==> src/core/pwc_pkg.sv <==
`default_nettype none
package pwc_pkg;
   // geometry
   localparam int PWC_NMOD = 3;
   localparam int PWC_CMP_W = 12;
   localparam int PWC_CMP_COUNT = 10;
   localparam int PWC_RB_IDX = 9;
   localparam int PWC_FILT_LEN = 4;
   // byte offsets on the register bus
   localparam logic [7:0] PWC_ADDR_CONFIG = 8'h00;
   localparam logic [7:0] PWC_ADDR_CONTROL = 8'h04;
   localparam logic [7:0] PWC_ADDR_FAULT0 = 8'h08;
   localparam logic [7:0] PWC_ADDR_MASK = 8'h14;
   localparam logic [7:0] PWC_ADDR_FLAGS = 8'h18;
   localparam logic [7:0] PWC_ADDR_OUTEN = 8'h1C;
   localparam logic [7:0] PWC_ADDR_CMP = 8'h40;
   // pwm_config bits
   localparam int PWC_CFG_LOCK = 5;
   localparam int PWC_CFG_MODE = 4;
   localparam int PWC_CFG_POLB = 3;
   localparam int PWC_CFG_POLA = 2;
   localparam logic [7:0] PWC_CFG_MASK = 8'h3C;
   // pwm_control bits
   localparam int PWC_CTL_DIV_HI = 7;
   localparam int PWC_CTL_DIV_LO = 6;
   localparam int PWC_CTL_CLKSEL = 5;
   localparam int PWC_CTL_FINISH = 1;
   localparam int PWC_CTL_RUN = 0;
   localparam logic [7:0] PWC_CTL_MASK = 8'hE3;
   // fault_input_control bits
   localparam int PWC_FIC_GUARD_OFF = 7;
   localparam int PWC_FIC_SRC = 6;
   localparam int PWC_FIC_LEVEL = 5;
   localparam int PWC_FIC_FILT = 4;
   localparam int PWC_FIC_ASYNC = 3;
   // interrupt_mask / interrupt_flags bits
   localparam int PWC_IRQ_CYCLE = 0;
   localparam int PWC_IRQ_EV0 = 1;
   localparam logic [7:0] PWC_IRQ_MASK = 8'h0F;
   localparam logic [7:0] PWC_OUTEN_MASK = 8'h3F;
   // prescaler
   localparam logic [1:0] PWC_DIV_1 = 2'h0;
   localparam logic [1:0] PWC_DIV_4 = 2'h1;
   localparam logic [1:0] PWC_DIV_32 = 2'h2;
   localparam logic [7:0] PWC_DIV4_LAST = 8'h03;
   localparam logic [7:0] PWC_DIV32_LAST = 8'h1F;
   localparam logic [7:0] PWC_DIV256_LAST = 8'hFF;
   // fault action codes
   localparam logic [2:0] PWC_FM_IGNORE = 3'h0;
   localparam logic [2:0] PWC_FM_OFF_A = 3'h1;
   localparam logic [2:0] PWC_FM_OFF_B = 3'h2;
   localparam logic [2:0] PWC_FM_OFF_AB = 3'h3;
   localparam logic [1:0] PWC_FM_ALL = 2'h2;
   localparam logic [1:0] PWC_FM_HALT = 2'h3;
   // run sequencer
   typedef enum logic [2:0] {
      PWC_IDLE = 3'h1,
      PWC_RUN = 3'h2,
      PWC_DRAIN = 3'h4
   } pwc_run_t;
endpackage
`default_nettype wire

==> src/core/pwc_core.sv <==
// Behaviour
// - ten 12-bit compare values compared continuously with the counter
// - high byte staged in shared holding register, committed with low byte
// - lock bit holds working copies; they load when lock returns to zero
// - mode bit: zero ramp edge-aligned, one center-aligned counting
// - b_polarity: zero makes B outputs active low, one active high
// - a_polarity: zero makes A outputs active low, one active high
// - prescaler field divides selected clock by 1, 4, 32 or 256
// - clock_source_sel: one uses PLL clock, zero uses I/O clock
// - with finish bit, clearing run completes current cycle, else halts immediately
// - writing one to run bit starts counter and waveforms
// - overlap_guard_off disables protection against A and B both active
// - source select: zero fault pin, one comparator output of module
// - level select: zero low level is fault, one high level
// - filter on: input changes only after four equal consecutive samples
// - async control zero: fault acts directly on module A and B outputs
// - fault action: ignore, kill A, kill B, kill both, kill all, halt
// - per-module event enable routes fault events to interrupt request
// - cycle-end enable requests interrupt at each completed cycle
// - hardware sets event and cycle-end flags, readable regardless of enables
// - flags cleared by writing one; writing zero leaves them unchanged
// - cycle end signalled at counter match with B reset point
//
// The APB interface to the registers and the placing of the registers were chosen for this implementation.
`timescale 1ns/1ps
`default_nettype none
module pwc_core
   import pwc_pkg::*;
(
   // clock and reset
   input wire logic clk,
   input wire logic reset,
   // apb slave
   input wire logic psel,
   input wire logic penable,
   input wire logic pwrite,
   input wire logic [7:0] paddr,
   input wire logic [31:0] pwdata,
   output logic [31:0] prdata,
   output logic pready,
   output logic pslverr,
   // timebase source enables, one-cycle pulses
   input wire logic clk_io_en,
   input wire logic clk_pll_en,
   // fault inputs
   input wire logic [PWC_NMOD-1:0] fault_input_pin,
   input wire logic [PWC_NMOD-1:0] comp_out,
   // waveform outputs and pin enables
   output logic [PWC_NMOD-1:0] out_a,
   output logic [PWC_NMOD-1:0] out_b,
   output logic [2*PWC_NMOD-1:0] out_pin_en,
   // status and interrupt requests
   output logic running,
   output logic irq_fault,
   output logic irq_cycle_end
);
   logic [7:0] cfg_reg;
   logic [7:0] ctl_reg;
   logic [7:0] fic_reg [PWC_NMOD];
   logic [7:0] mask_reg;
   logic [3:0] flags_reg;
   logic [7:0] outen_reg;
   logic [7:0] outen_w_reg;
   logic [7:0] temp_reg;
   logic [PWC_CMP_W-1:0] cmp_reg [PWC_CMP_COUNT];
   logic [PWC_CMP_W-1:0] cmp_w_reg [PWC_CMP_COUNT];
   logic [7:0] pre_reg;
   logic [PWC_CMP_W-1:0] cnt_reg;
   logic down_reg;
   pwc_run_t state_reg;
   logic [PWC_NMOD-1:0] a_reg;
   logic [PWC_NMOD-1:0] b_reg;
   logic [PWC_NMOD-1:0] ev_prev_reg;
   logic [PWC_NMOD-1:0] ev_sync;
   logic [PWC_NMOD-1:0] ev_out;
   logic [PWC_NMOD-1:0] ev_pulse;
   logic [PWC_NMOD-1:0] halt_req;
   logic [PWC_NMOD-1:0] kill_a;
   logic [PWC_NMOD-1:0] kill_b;
   logic [PWC_NMOD-1:0] kill_all;
   logic [PWC_NMOD-1:0] a_act;
   logic [PWC_NMOD-1:0] b_act;
   logic wr;
   logic rd_setup;
   logic [7:0] cmp_off;
   logic [3:0] cmp_idx;
   logic cmp_hit;
   logic fic_hit;
   logic [1:0] fic_idx;
   logic mapped;
   logic src_en;
   logic tick;
   logic [7:0] pre_last;
   logic [PWC_CMP_W-1:0] rb_w;
   logic cycle_end;
   logic halt_any;
   logic [31:0] rdata;

   // bus decode; always ready, so every access phase is one cycle
   assign pready = 1'b1;
   assign wr = psel && penable && pwrite;
   assign rd_setup = psel && !penable;
   assign cmp_off = paddr - PWC_ADDR_CMP;
   assign cmp_idx = cmp_off[6:3];
   assign cmp_hit = (paddr >= PWC_ADDR_CMP) && (cmp_off[7] == 1'b0) && (cmp_idx < 4'(PWC_CMP_COUNT));
   assign fic_hit = (paddr >= PWC_ADDR_FAULT0) && (paddr < PWC_ADDR_MASK);
   assign fic_idx = 2'((paddr - PWC_ADDR_FAULT0) >> 2);
   assign mapped = (paddr[1:0] == 2'h0) && (cmp_hit || fic_hit || paddr == PWC_ADDR_CONFIG
      || paddr == PWC_ADDR_CONTROL || paddr == PWC_ADDR_MASK || paddr == PWC_ADDR_FLAGS
      || paddr == PWC_ADDR_OUTEN);
   assign pslverr = psel && penable && !mapped;

   // read mux; reserved bits are zero because the registers hold zeros there
   always_comb
   begin
      rdata = 32'h0;
      if (cmp_hit)
      begin
         if (cmp_off[2])
            rdata[3:0] = cmp_reg[cmp_idx][PWC_CMP_W-1:8];
         else
            rdata[7:0] = cmp_reg[cmp_idx][7:0];
      end
      else if (fic_hit)
         rdata[7:0] = fic_reg[fic_idx];
      else if (paddr == PWC_ADDR_CONFIG)
         rdata[7:0] = cfg_reg;
      else if (paddr == PWC_ADDR_CONTROL)
         rdata[7:0] = ctl_reg;
      else if (paddr == PWC_ADDR_MASK)
         rdata[7:0] = mask_reg;
      else if (paddr == PWC_ADDR_FLAGS)
         rdata[3:0] = flags_reg;
      else if (paddr == PWC_ADDR_OUTEN)
         rdata[7:0] = outen_reg;
   end

   // read data captured in the setup cycle so it comes from a flip-flop
   always_ff @(posedge clk)
   begin
      if (reset)
         prdata <= 32'h0;
      else if (rd_setup && !pwrite && mapped)
         prdata <= rdata;
      else if (rd_setup)
         prdata <= 32'h0;
   end

   // plain control registers, masked so unused bits stay zero
   always_ff @(posedge clk)
   begin
      if (reset)
      begin
         cfg_reg <= 8'h0;
         mask_reg <= 8'h0;
         outen_reg <= 8'h0;
      end
      else if (wr)
      begin
         if (paddr == PWC_ADDR_CONFIG)
            cfg_reg <= pwdata[7:0] & PWC_CFG_MASK;
         if (paddr == PWC_ADDR_MASK)
            mask_reg <= pwdata[7:0] & PWC_IRQ_MASK;
         if (paddr == PWC_ADDR_OUTEN)
            outen_reg <= pwdata[7:0] & PWC_OUTEN_MASK;
      end
   end

   // control register; a halting fault drops the run bit and waits for software
   always_ff @(posedge clk)
   begin
      if (reset)
         ctl_reg <= 8'h0;
      else if (wr && paddr == PWC_ADDR_CONTROL)
         ctl_reg <= pwdata[7:0] & PWC_CTL_MASK;
      else if (halt_any)
         ctl_reg[PWC_CTL_RUN] <= 1'b0;
   end

   // per-module fault configuration
   always_ff @(posedge clk)
   begin
      if (reset)
      begin
         for (int m = 0; m < PWC_NMOD; m++)
            fic_reg[m] <= 8'h0;
      end
      else if (wr && fic_hit && paddr[1:0] == 2'h0)
         fic_reg[fic_idx] <= pwdata[7:0];
   end

   // wide compare writes: high byte parks in the shared holding register,
   // low byte write commits both halves at once
   always_ff @(posedge clk)
   begin
      if (reset)
      begin
         temp_reg <= 8'h0;
         for (int i = 0; i < PWC_CMP_COUNT; i++)
            cmp_reg[i] <= '0;
      end
      else if (wr && cmp_hit && paddr[1:0] == 2'h0)
      begin
         if (cmp_off[2])
            temp_reg <= pwdata[7:0];
         else
            cmp_reg[cmp_idx] <= {temp_reg[3:0], pwdata[7:0]};
      end
   end

   // working copies follow the software copies only while unlocked
   always_ff @(posedge clk)
   begin
      if (reset)
      begin
         outen_w_reg <= 8'h0;
         for (int i = 0; i < PWC_CMP_COUNT; i++)
            cmp_w_reg[i] <= '0;
      end
      else if (!cfg_reg[PWC_CFG_LOCK])
      begin
         outen_w_reg <= outen_reg;
         for (int i = 0; i < PWC_CMP_COUNT; i++)
            cmp_w_reg[i] <= cmp_reg[i];
      end
   end
   assign out_pin_en = outen_w_reg[2*PWC_NMOD-1:0];

   // prescaler on the selected source enable
   assign src_en = ctl_reg[PWC_CTL_CLKSEL] ? clk_pll_en : clk_io_en;
   always_comb
   begin
      unique case (ctl_reg[PWC_CTL_DIV_HI:PWC_CTL_DIV_LO])
         PWC_DIV_1: pre_last = 8'h0;
         PWC_DIV_4: pre_last = PWC_DIV4_LAST;
         PWC_DIV_32: pre_last = PWC_DIV32_LAST;
         default: pre_last = PWC_DIV256_LAST;
      endcase
   end
   assign tick = src_en && (pre_reg == pre_last);
   always_ff @(posedge clk)
   begin
      if (reset || state_reg == PWC_IDLE)
         pre_reg <= 8'h0;
      else if (tick)
         pre_reg <= 8'h0;
      else if (src_en)
         pre_reg <= pre_reg + 8'h01;
   end

   // counter: ramp wraps at the B reset point, center turns round there
   assign rb_w = cmp_w_reg[PWC_RB_IDX];
   assign cycle_end = (state_reg != PWC_IDLE) && tick && (cnt_reg == rb_w) && !down_reg;
   always_ff @(posedge clk)
   begin
      if (reset || state_reg == PWC_IDLE)
      begin
         cnt_reg <= '0;
         down_reg <= 1'b0;
      end
      else if (tick)
      begin
         if (!cfg_reg[PWC_CFG_MODE])
            cnt_reg <= (cnt_reg == rb_w) ? '0 : cnt_reg + 12'h001;
         else if (down_reg)
         begin
            down_reg <= (cnt_reg != 12'h001) && (cnt_reg != '0);
            cnt_reg <= (cnt_reg == '0) ? cnt_reg : cnt_reg - 12'h001;
         end
         else if (cnt_reg == rb_w && rb_w != '0)
         begin
            down_reg <= 1'b1;
            cnt_reg <= cnt_reg - 12'h001;
         end
         else
            cnt_reg <= (cnt_reg == rb_w) ? cnt_reg : cnt_reg + 12'h001;
      end
   end

   // run sequencer; drain state lets the current cycle finish
   always_ff @(posedge clk)
   begin
      if (reset)
         state_reg <= PWC_IDLE;
      else
      begin
         unique case (state_reg)
            PWC_IDLE:
               if (ctl_reg[PWC_CTL_RUN] && !halt_any)
                  state_reg <= PWC_RUN;
            PWC_RUN:
               if (halt_any)
                  state_reg <= PWC_IDLE;
               else if (!ctl_reg[PWC_CTL_RUN])
                  state_reg <= ctl_reg[PWC_CTL_FINISH] ? PWC_DRAIN : PWC_IDLE;
            PWC_DRAIN:
               if (halt_any || cycle_end)
                  state_reg <= PWC_IDLE;
               else if (ctl_reg[PWC_CTL_RUN])
                  state_reg <= PWC_RUN;
         endcase
      end
   end
   assign running = (state_reg != PWC_IDLE);

   // fault input conditioning, one slice per module
   generate
      for (genvar m = 0; m < PWC_NMOD; m++)
      begin : g_mod
         logic sel_in;
         logic smp_reg;
         logic filt_reg;
         logic [PWC_FILT_LEN-1:0] hist_reg;
         logic [2:0] mode;
         logic act;
         assign sel_in = fic_reg[m][PWC_FIC_SRC] ? comp_out[m] : fault_input_pin[m];
         assign mode = fic_reg[m][2:0];
         // the filter only moves after a full run of equal samples
         always_ff @(posedge clk)
         begin
            if (reset)
            begin
               smp_reg <= 1'b0;
               hist_reg <= '0;
               filt_reg <= 1'b0;
            end
            else
            begin
               smp_reg <= sel_in;
               hist_reg <= {hist_reg[PWC_FILT_LEN-2:0], sel_in};
               if (&hist_reg)
                  filt_reg <= 1'b1;
               else if (~|hist_reg)
                  filt_reg <= 1'b0;
            end
         end
         assign ev_sync[m] = (fic_reg[m][PWC_FIC_FILT] ? filt_reg : smp_reg) == fic_reg[m][PWC_FIC_LEVEL];
         // the direct path skips filter and sampling to react within the cycle
         assign act = fic_reg[m][PWC_FIC_ASYNC] ? ev_sync[m] : (sel_in == fic_reg[m][PWC_FIC_LEVEL]);
         assign ev_out[m] = act && (mode != PWC_FM_IGNORE);
         assign ev_pulse[m] = ev_sync[m] && !ev_prev_reg[m] && (mode != PWC_FM_IGNORE);
         assign kill_a[m] = ev_out[m] && (mode == PWC_FM_OFF_A || mode == PWC_FM_OFF_AB);
         assign kill_b[m] = ev_out[m] && (mode == PWC_FM_OFF_B || mode == PWC_FM_OFF_AB);
         assign kill_all[m] = ev_out[m] && (mode[2:1] == PWC_FM_ALL);
         assign halt_req[m] = ev_pulse[m] && (mode[2:1] == PWC_FM_HALT);
      end
   endgenerate
   assign halt_any = |halt_req;

   always_ff @(posedge clk)
   begin
      if (reset)
         ev_prev_reg <= '0;
      else
         ev_prev_reg <= ev_sync;
   end

   // waveform edges from compare matches: set A at index 3m, reset A at 3m+1,
   // set B at 3m+2, reset B at the shared B reset point
   always_ff @(posedge clk)
   begin
      if (reset || state_reg == PWC_IDLE)
      begin
         a_reg <= '0;
         b_reg <= '0;
      end
      else if (tick)
      begin
         for (int m = 0; m < PWC_NMOD; m++)
         begin
            if (cnt_reg == cmp_w_reg[3*m+1])
               a_reg[m] <= 1'b0;
            else if (cnt_reg == cmp_w_reg[3*m])
               a_reg[m] <= 1'b1;
            if (cnt_reg == rb_w)
               b_reg[m] <= 1'b0;
            else if (cnt_reg == cmp_w_reg[3*m+2])
               b_reg[m] <= 1'b1;
         end
      end
   end

   // output gating; A wins an overlap unless the guard is switched off
   always_comb
   begin
      for (int m = 0; m < PWC_NMOD; m++)
      begin
         a_act[m] = a_reg[m] && !kill_a[m] && !(|kill_all);
         b_act[m] = b_reg[m] && !kill_b[m] && !(|kill_all)
            && (fic_reg[m][PWC_FIC_GUARD_OFF] || !a_act[m]);
         out_a[m] = cfg_reg[PWC_CFG_POLA] ? a_act[m] : !a_act[m];
         out_b[m] = cfg_reg[PWC_CFG_POLB] ? b_act[m] : !b_act[m];
      end
   end

   // sticky flags: a set in the clearing cycle wins
   always_ff @(posedge clk)
   begin
      if (reset)
         flags_reg <= 4'h0;
      else
         flags_reg <= (flags_reg & ~((wr && paddr == PWC_ADDR_FLAGS) ? pwdata[3:0] : 4'h0))
            | {ev_pulse, cycle_end};
   end
   assign irq_cycle_end = flags_reg[PWC_IRQ_CYCLE] && mask_reg[PWC_IRQ_CYCLE];
   assign irq_fault = |(flags_reg[3:PWC_IRQ_EV0] & mask_reg[3:PWC_IRQ_EV0]);

   property p_commit;
      @(posedge clk) disable iff (reset)
      wr && cmp_hit && !cmp_off[2] && paddr[1:0] == 2'h0 && cmp_idx == 4'(PWC_RB_IDX)
         |=> cmp_reg[PWC_RB_IDX] == {$past(temp_reg[3:0]), $past(pwdata[7:0])};
   endproperty
   a_commit: assert property (p_commit) else $error("compare low write did not commit staged high");

   property p_lock;
      @(posedge clk) disable iff (reset)
      cfg_reg[PWC_CFG_LOCK] && $past(cfg_reg[PWC_CFG_LOCK]) |-> $stable(cmp_w_reg[PWC_RB_IDX]);
   endproperty
   a_lock: assert property (p_lock) else $error("working compare changed while locked");

   property p_w1c;
      @(posedge clk) disable iff (reset)
      wr && paddr == PWC_ADDR_FLAGS && pwdata[PWC_IRQ_CYCLE] && !cycle_end |=> !flags_reg[PWC_IRQ_CYCLE];
   endproperty
   a_w1c: assert property (p_w1c) else $error("cycle flag not cleared by write of one");

   property p_set;
      @(posedge clk) disable iff (reset)
      cycle_end |=> flags_reg[PWC_IRQ_CYCLE];
   endproperty
   a_set: assert property (p_set) else $error("cycle end did not set its flag");

   property p_div4;
      @(posedge clk) disable iff (reset)
      tick && ctl_reg[PWC_CTL_DIV_HI:PWC_CTL_DIV_LO] == PWC_DIV_4
         |=> (!tick || ctl_reg[PWC_CTL_DIV_HI:PWC_CTL_DIV_LO] != PWC_DIV_4) [*3];
   endproperty
   a_div4: assert property (p_div4) else $error("divide by four tick misplaced");

   property p_start;
      @(posedge clk) disable iff (reset)
      state_reg == PWC_IDLE && wr && paddr == PWC_ADDR_CONTROL && pwdata[PWC_CTL_RUN] && !halt_any
         ##1 !halt_any |=> state_reg == PWC_RUN;
   endproperty
   a_start: assert property (p_start) else $error("run write did not start the counter");

   property p_stop;
      @(posedge clk) disable iff (reset)
      state_reg == PWC_RUN && !ctl_reg[PWC_CTL_RUN] && !ctl_reg[PWC_CTL_FINISH] |=> state_reg == PWC_IDLE;
   endproperty
   a_stop: assert property (p_stop) else $error("plain stop did not halt at once");

   property p_overlap;
      @(posedge clk) disable iff (reset)
      !fic_reg[1][PWC_FIC_GUARD_OFF] |-> !(a_act[1] && b_act[1]);
   endproperty
   a_overlap: assert property (p_overlap) else $error("A and B active together with guard on");

   property p_ramp;
      @(posedge clk) disable iff (reset)
      cycle_end && !cfg_reg[PWC_CFG_MODE] && state_reg == PWC_RUN |=> cnt_reg == '0;
   endproperty
   a_ramp: assert property (p_ramp) else $error("ramp did not wrap at B reset point");
endmodule
`default_nettype wire

==> config.mk <==
export PLATFORM = sky130hd
export DESIGN_NAME = pwc_core
export DESIGN_NICKNAME = d
export VERILOG_FILES = /design/src/core/pwc_pkg.sv /design/src/core/pwc_core.sv
export SDC_FILE = /design/constraint.sdc
export NUM_CORES = 1
export LEC_CHECK = 0
export BUFFER_PORTS_ARGS = -buffer_cell sky130_fd_sc_hd__buf_2
export CELL_PAD_IN_SITES_DETAIL_PLACEMENT = 0
export CELL_PAD_IN_SITES_GLOBAL_PLACEMENT = 2
export CORE_MARGIN = 2
export CORE_UTILIZATION = 40
export DETAILED_ROUTE_END_ITERATION = 8
export GPL_ROUTABILITY_DRIVEN = 0
export PLACE_DENSITY_LB_ADDON = 0.1
export SLEW_MARGIN = 20
export SYNTH_ARGS = -nofsm -noshare
export SYNTH_HDL_FRONTEND = slang
export SYNTH_SLANG_ARGS = --single-unit
==> constraint.sdc <==
create_clock -name clk -period 8.9 [get_ports clk]
set_clock_uncertainty 0.05 [all_clocks]
set_input_delay 1.78 -clock clk [delete_from_list [all_inputs] [get_ports clk]]
set_output_delay 1.78 -clock clk [all_outputs]
set_load 0.05 [all_outputs]
# == Word level (Yosys, flattened, before mapping) ==
# Memory sizes are Yosys's and may differ from the RTL's.
# Cells that the tools add are included.
# word_totals
reg_bits,92
ramBits,264
inputBits,53
output_inout_bits,49
wordCells,340
n_memories,3
# memory_table
memory,depth,word_bits,rd,rd_ports_with_merged_regs,wr,line_no,source
cmp_reg,10,12,11,0,10,pwc_core.sv:65,logic [PWC_CMP_W-1:0] cmp_reg [PWC_CMP_COUNT];
cmp_w_reg,10,12,10,0,10,pwc_core.sv:66,logic [PWC_CMP_W-1:0] cmp_w_reg [PWC_CMP_COUNT];
fic_reg,3,8,4,0,3,pwc_core.sv:59,logic [7:0] fic_reg [PWC_NMOD];
# classes
n_addsub,5
magnitude_cmp,4
n_eq_ne,51
mux,93
n_bitwise,15
n_reduce_logical,140
# op_table
operator,n
$mux W12,17
$eq A12 B12 Y1,10
$mux W8,8
$logic_and A1 B1 Y1,60
$mux W1,52
$eq A8 B5 Y1 const B,3
$mux W4,6
$pmux W8 S3,1
$reduce_bool A12 Y1,2
$reduce_and A2 Y1,11
$eq A3 B2 Y1 const B,7
$logic_not A1 Y1,21
$mux W3,6
$logic_or A1 B1 Y1,17
$reduce_bool A2 Y1,8
$eq A2 B2 Y1 const B,7
$add A12 B1 Y12 const B,1
$eq A3 B1 Y1 const B,4
$logic_not A12 Y1,1
$ne A12 B1 Y1 const B,1
$reduce_and A4 Y1,3
$reduce_or A12 Y1,1
$reduce_or A4 Y1,3
$sub A12 B1 Y12 const B,1
other kinds (33),57

# == Logic depth before layout (Yosys ltp) ==
# An unclocked memory read counts as a cell.
# logic_depth
word_depth,14
depth_mapped,11
depth_no_buf,8

# == Worst setup path before layout ==
# Ideal clock, no wire load.
# synth_path
path_kind,in2reg
from,input port reset
to,memory cmp_w_reg[0][0] (enable)
setup_time_ns,0.500
arrival_ns,5.202
required_ns,8.350
setup_slack_ns,3.148
cell_stages,3
n_path_buf,2
cell_sequence,clkbuf_1 clkbuf_1 nand2b_1
# synth_rtl
item,line_no,source
from (decl),pwc_core.sv:32,"input wire logic reset,"
to (decl),pwc_core.sv:66,

# == Final worst setup path ==
# layout_path
from,input port paddr[6]
to,output port pslverr
# layout_between
elab_chain_len,13
word_cells_on_any_way,23
classes_between,add/sub (1); order compare (4); eq/ne (4); bitwise (1); reduce/logical (13)
# layout_rtl
item,line_no,source
from (decl),pwc_core.sv:37,"input wire logic [7:0] paddr,"
branches (longest 9 deep; another with $sub A8 B7 Y8),--,
$logic_or A1 B1 Y1 *,pwc_core.sv:110,|| paddr == PWC_ADDR_OUTEN);
$logic_and A1 B1 Y1 *,pwc_core.sv:108,assign mapped = (paddr[1:0] == 2'h0) && (cmp_hit || fic_hit || paddr == PWC_ADDR_CONFIG
$logic_not A1 Y1 *,pwc_core.sv:111,assign pslverr = psel && penable && !mapped;
$logic_and A1 B1 Y1 *,pwc_core.sv:111,
to (decl),pwc_core.sv:41,"output logic pslverr,"
# Mark *: on every way between the ends.

==> results.cfg <==
[drt]
wl_met3_um = 2750
wl_per_cell_um = 24.2
met2RoutedLength_um = 26000
viasPerCell = 5.31
ant_nets = 0
dr.first_iter.drc_count = 933
vias = 12100
m1WireLength_um = 25400
first_pass_iters = 5
drt_wl_total_um = 55400
drcViolationCount = 0
top_layer_used = met4

[die]
dieHeight_um = 223
die_w_um = 223
pin_count = 102
rows = 80
die_area_um2 = 49900
initial_core_util_pct = 40.4
core_area_um2 = 47600

[timing]
whs_ns = 0.409
rsz0062_at_grt = no
tns_ns = 0
slew_headroom_pct = 31.9
post-route-period-util_pct = 70.4
setup_viol = 0
maxSlewViolCount = 0
tightest_slew_ns = 1.02
finalHoldViolations = 0
period_needed_ns = 6.26
fmax_mhz = 160

[layout]
layout_common_cells = edfxtp_1, nor2_1, and2_1
final_nets = 1693
largest_reg_flops = 168
multi_input_area_um2 = 7450
layout-drive-gt1-share_pct = 14.0
n_fill_cell = 4405
utilization_pct = 45.5
seq_area_um2 = 11400
synthToLayoutAreaGrowth_pct = 12.6
final_common_cell = edfxtp_1
diodes = 0

[synthesis]
synth_cell_type_count = 74
synth_cells = 1553
synth_area_leader_cell = edfxtp_1
synth-main-ff-cell = edfxtp_1
yosys-top-cells-area = edfxtp_1, dfxtp_1, mux4_2
synth_top_area_share_pct = 49.9
yosys_warnings = 0
synth_area_um2 = 19300
synthArstFlopShare_pct = 0
synth_edf_count = 320
postSynthAreaPerCell_um2 = 12.4
synth_seq_cells = 409
ys_seq_area_share_pct = 59.1

[clocking]
cts_max_level = 2
tritoncts = yes
postCtsHoldBufs = 0
post_cts_buffers = 0
path_clk_slew_ns = 0.05
clk_latency_ns = 0.59
root_buffer = clkbuf_16
clk_path_buf_depth = 3
cts_sinks = 409
cts_resized = 0
cts_buffers = 47

[critical_path]
path_cells = buf_2 > inv_1 > ha_1 > nand3b_1 > a21oi_1 > o31ai_1 > and3_1 > buf_2
path_max_fanout = 13
crit_top_cell = buf_2
required_ns = 7.07
worstPathArrival_ns = 4.43
crit_type = in2out
critPathMaxStageDelay_ns = 0.76
cpMaxStageDelayCell = a21oi_1
endpoint_kind = output pin
cp-start-kind = primary input

[grt]
grt_overflow = 0
grt_pass1_vias = 12000
grt_start_max_net_pins = 121
grtUsageTotal_pct = 22.5
antenna_found_initial = 0
grt_pass1_wl_um = 81000

[run_status]
outcome = finished clean

[place]
port_buffers = 52
dp_hpwl_um = 38200

[power_and_ir_drop]
intPower_uw = 3430
p_leak_uw = 0.00814
ir_drop_uv = 144
combinationalPowerShare_pct = 9.4
switchingPower_uw = 1120
p_sw_share_pct = 24.6
clockPowerShare_pct = 42.5
p_seq_share_pct = 48.2
p_per_area_nw_per_um2 = 210

[run]
cap_violations = 0

[worst_hold_path]
min-delay-path-class = reg2reg
## power by group through the flow
| stage | Combinational [uW] | Clock, uW | Sequential, uW |
|---|---|---|---|
| finish | 426 | 1930 | 2190 |
| global route | 465 | 2050 | 2200 |
| CTS | 428 | 1980 | 2190 |
| detailed placement | 427 | 0 | 2230 |
| global placement | 424 | 0 | 2230 |
| floorplan | 320 | 0 | 2200 |
## metrics by stage
stage          total power [uW]  cell area (um^2)  setup slack [ns]  std cells
4_1_cts                    4600             21700              2.66       2287
6_report                   4550             21700              2.64       2287
5_1_grt                    4710             21700              2.43       2287
3_3_place_gp               2660             20100              2.70       2199
3_5_place_dp               2660             20100              2.66       2199
2_1_floorplan              2520             19600              3.15       1632
## worst paths after layout
check	from	end	slack [ns]	cells after the start
max	paddr[6]	pslverr	2.64	8
min	temp_reg[3]	temp_reg[3]	0.41	2
max reg2reg	pre_reg[5]	cnt_reg[0]	6.05	6
min reg2reg	temp_reg[3]	temp_reg[3]	0.41	2
## per-layer routing
metal / global-route usage (%) / vias to the layer above
li1: - / 5650
met1: 31.8 / 6130
met2: 35.9 / 288
met3: 3.82 / 74
met4: 5.91 / 0
met5: 0 / -
## cell type report
cell class	count	area share, %
clock buffer	64	6.21
clock inverter	24	0.935
inverter	28	0.485
multi-input combinational	1075	34.4
sequential	409	52.6
tap	615	3.55
timing repair buffer	72	1.90
## cells by family after synthesis
group,share of synthesized area [%]
adders and majority gates,0.455
AOI/OAI and AO/OA,4.93
xor gates and xnor gates,6.59
muxes,8.56
and+or+nand+nor,16.4
other,0.0390
DFF,59.1
buffers and inverters,3.87
## worst max-delay path, delay by kind of cell
kind                       cells  cell delay (ns)
AOI/OAI and AO/OA              2             1.03
buffers and inverters          3             0.95
adders and majority gates      1             0.33
and+or+nand+nor                2             0.34
## cell usage after synthesis, types with 6 or more instances
master	n
nand2_1	85
buf_6	6
a21oi_1	49
edfxtp_1	320
nand3_1	30
a211oi_1	8
and2_1	148
xor2_1	83
mux2i_1	32
mux4_2	54
nor2_1	176
a41oi_1	6
nand2b_1	17
dfxtp_1	89
buf_4	31
or3_1	7
mux2_2	10
a22o_1	6
o21ai_0	17
nor2b_1	17
nand3b_1	7
nor4_1	28
nor3_1	24
and3_1	12
a31oi_1	7
clkbuf_1	45
ha_1	7
inv_1	27
a22oi_1	8
xnor2_1	60
buf_2	22
nand4_1	25
buf_1	16
(Power assumes the default switching activity.)
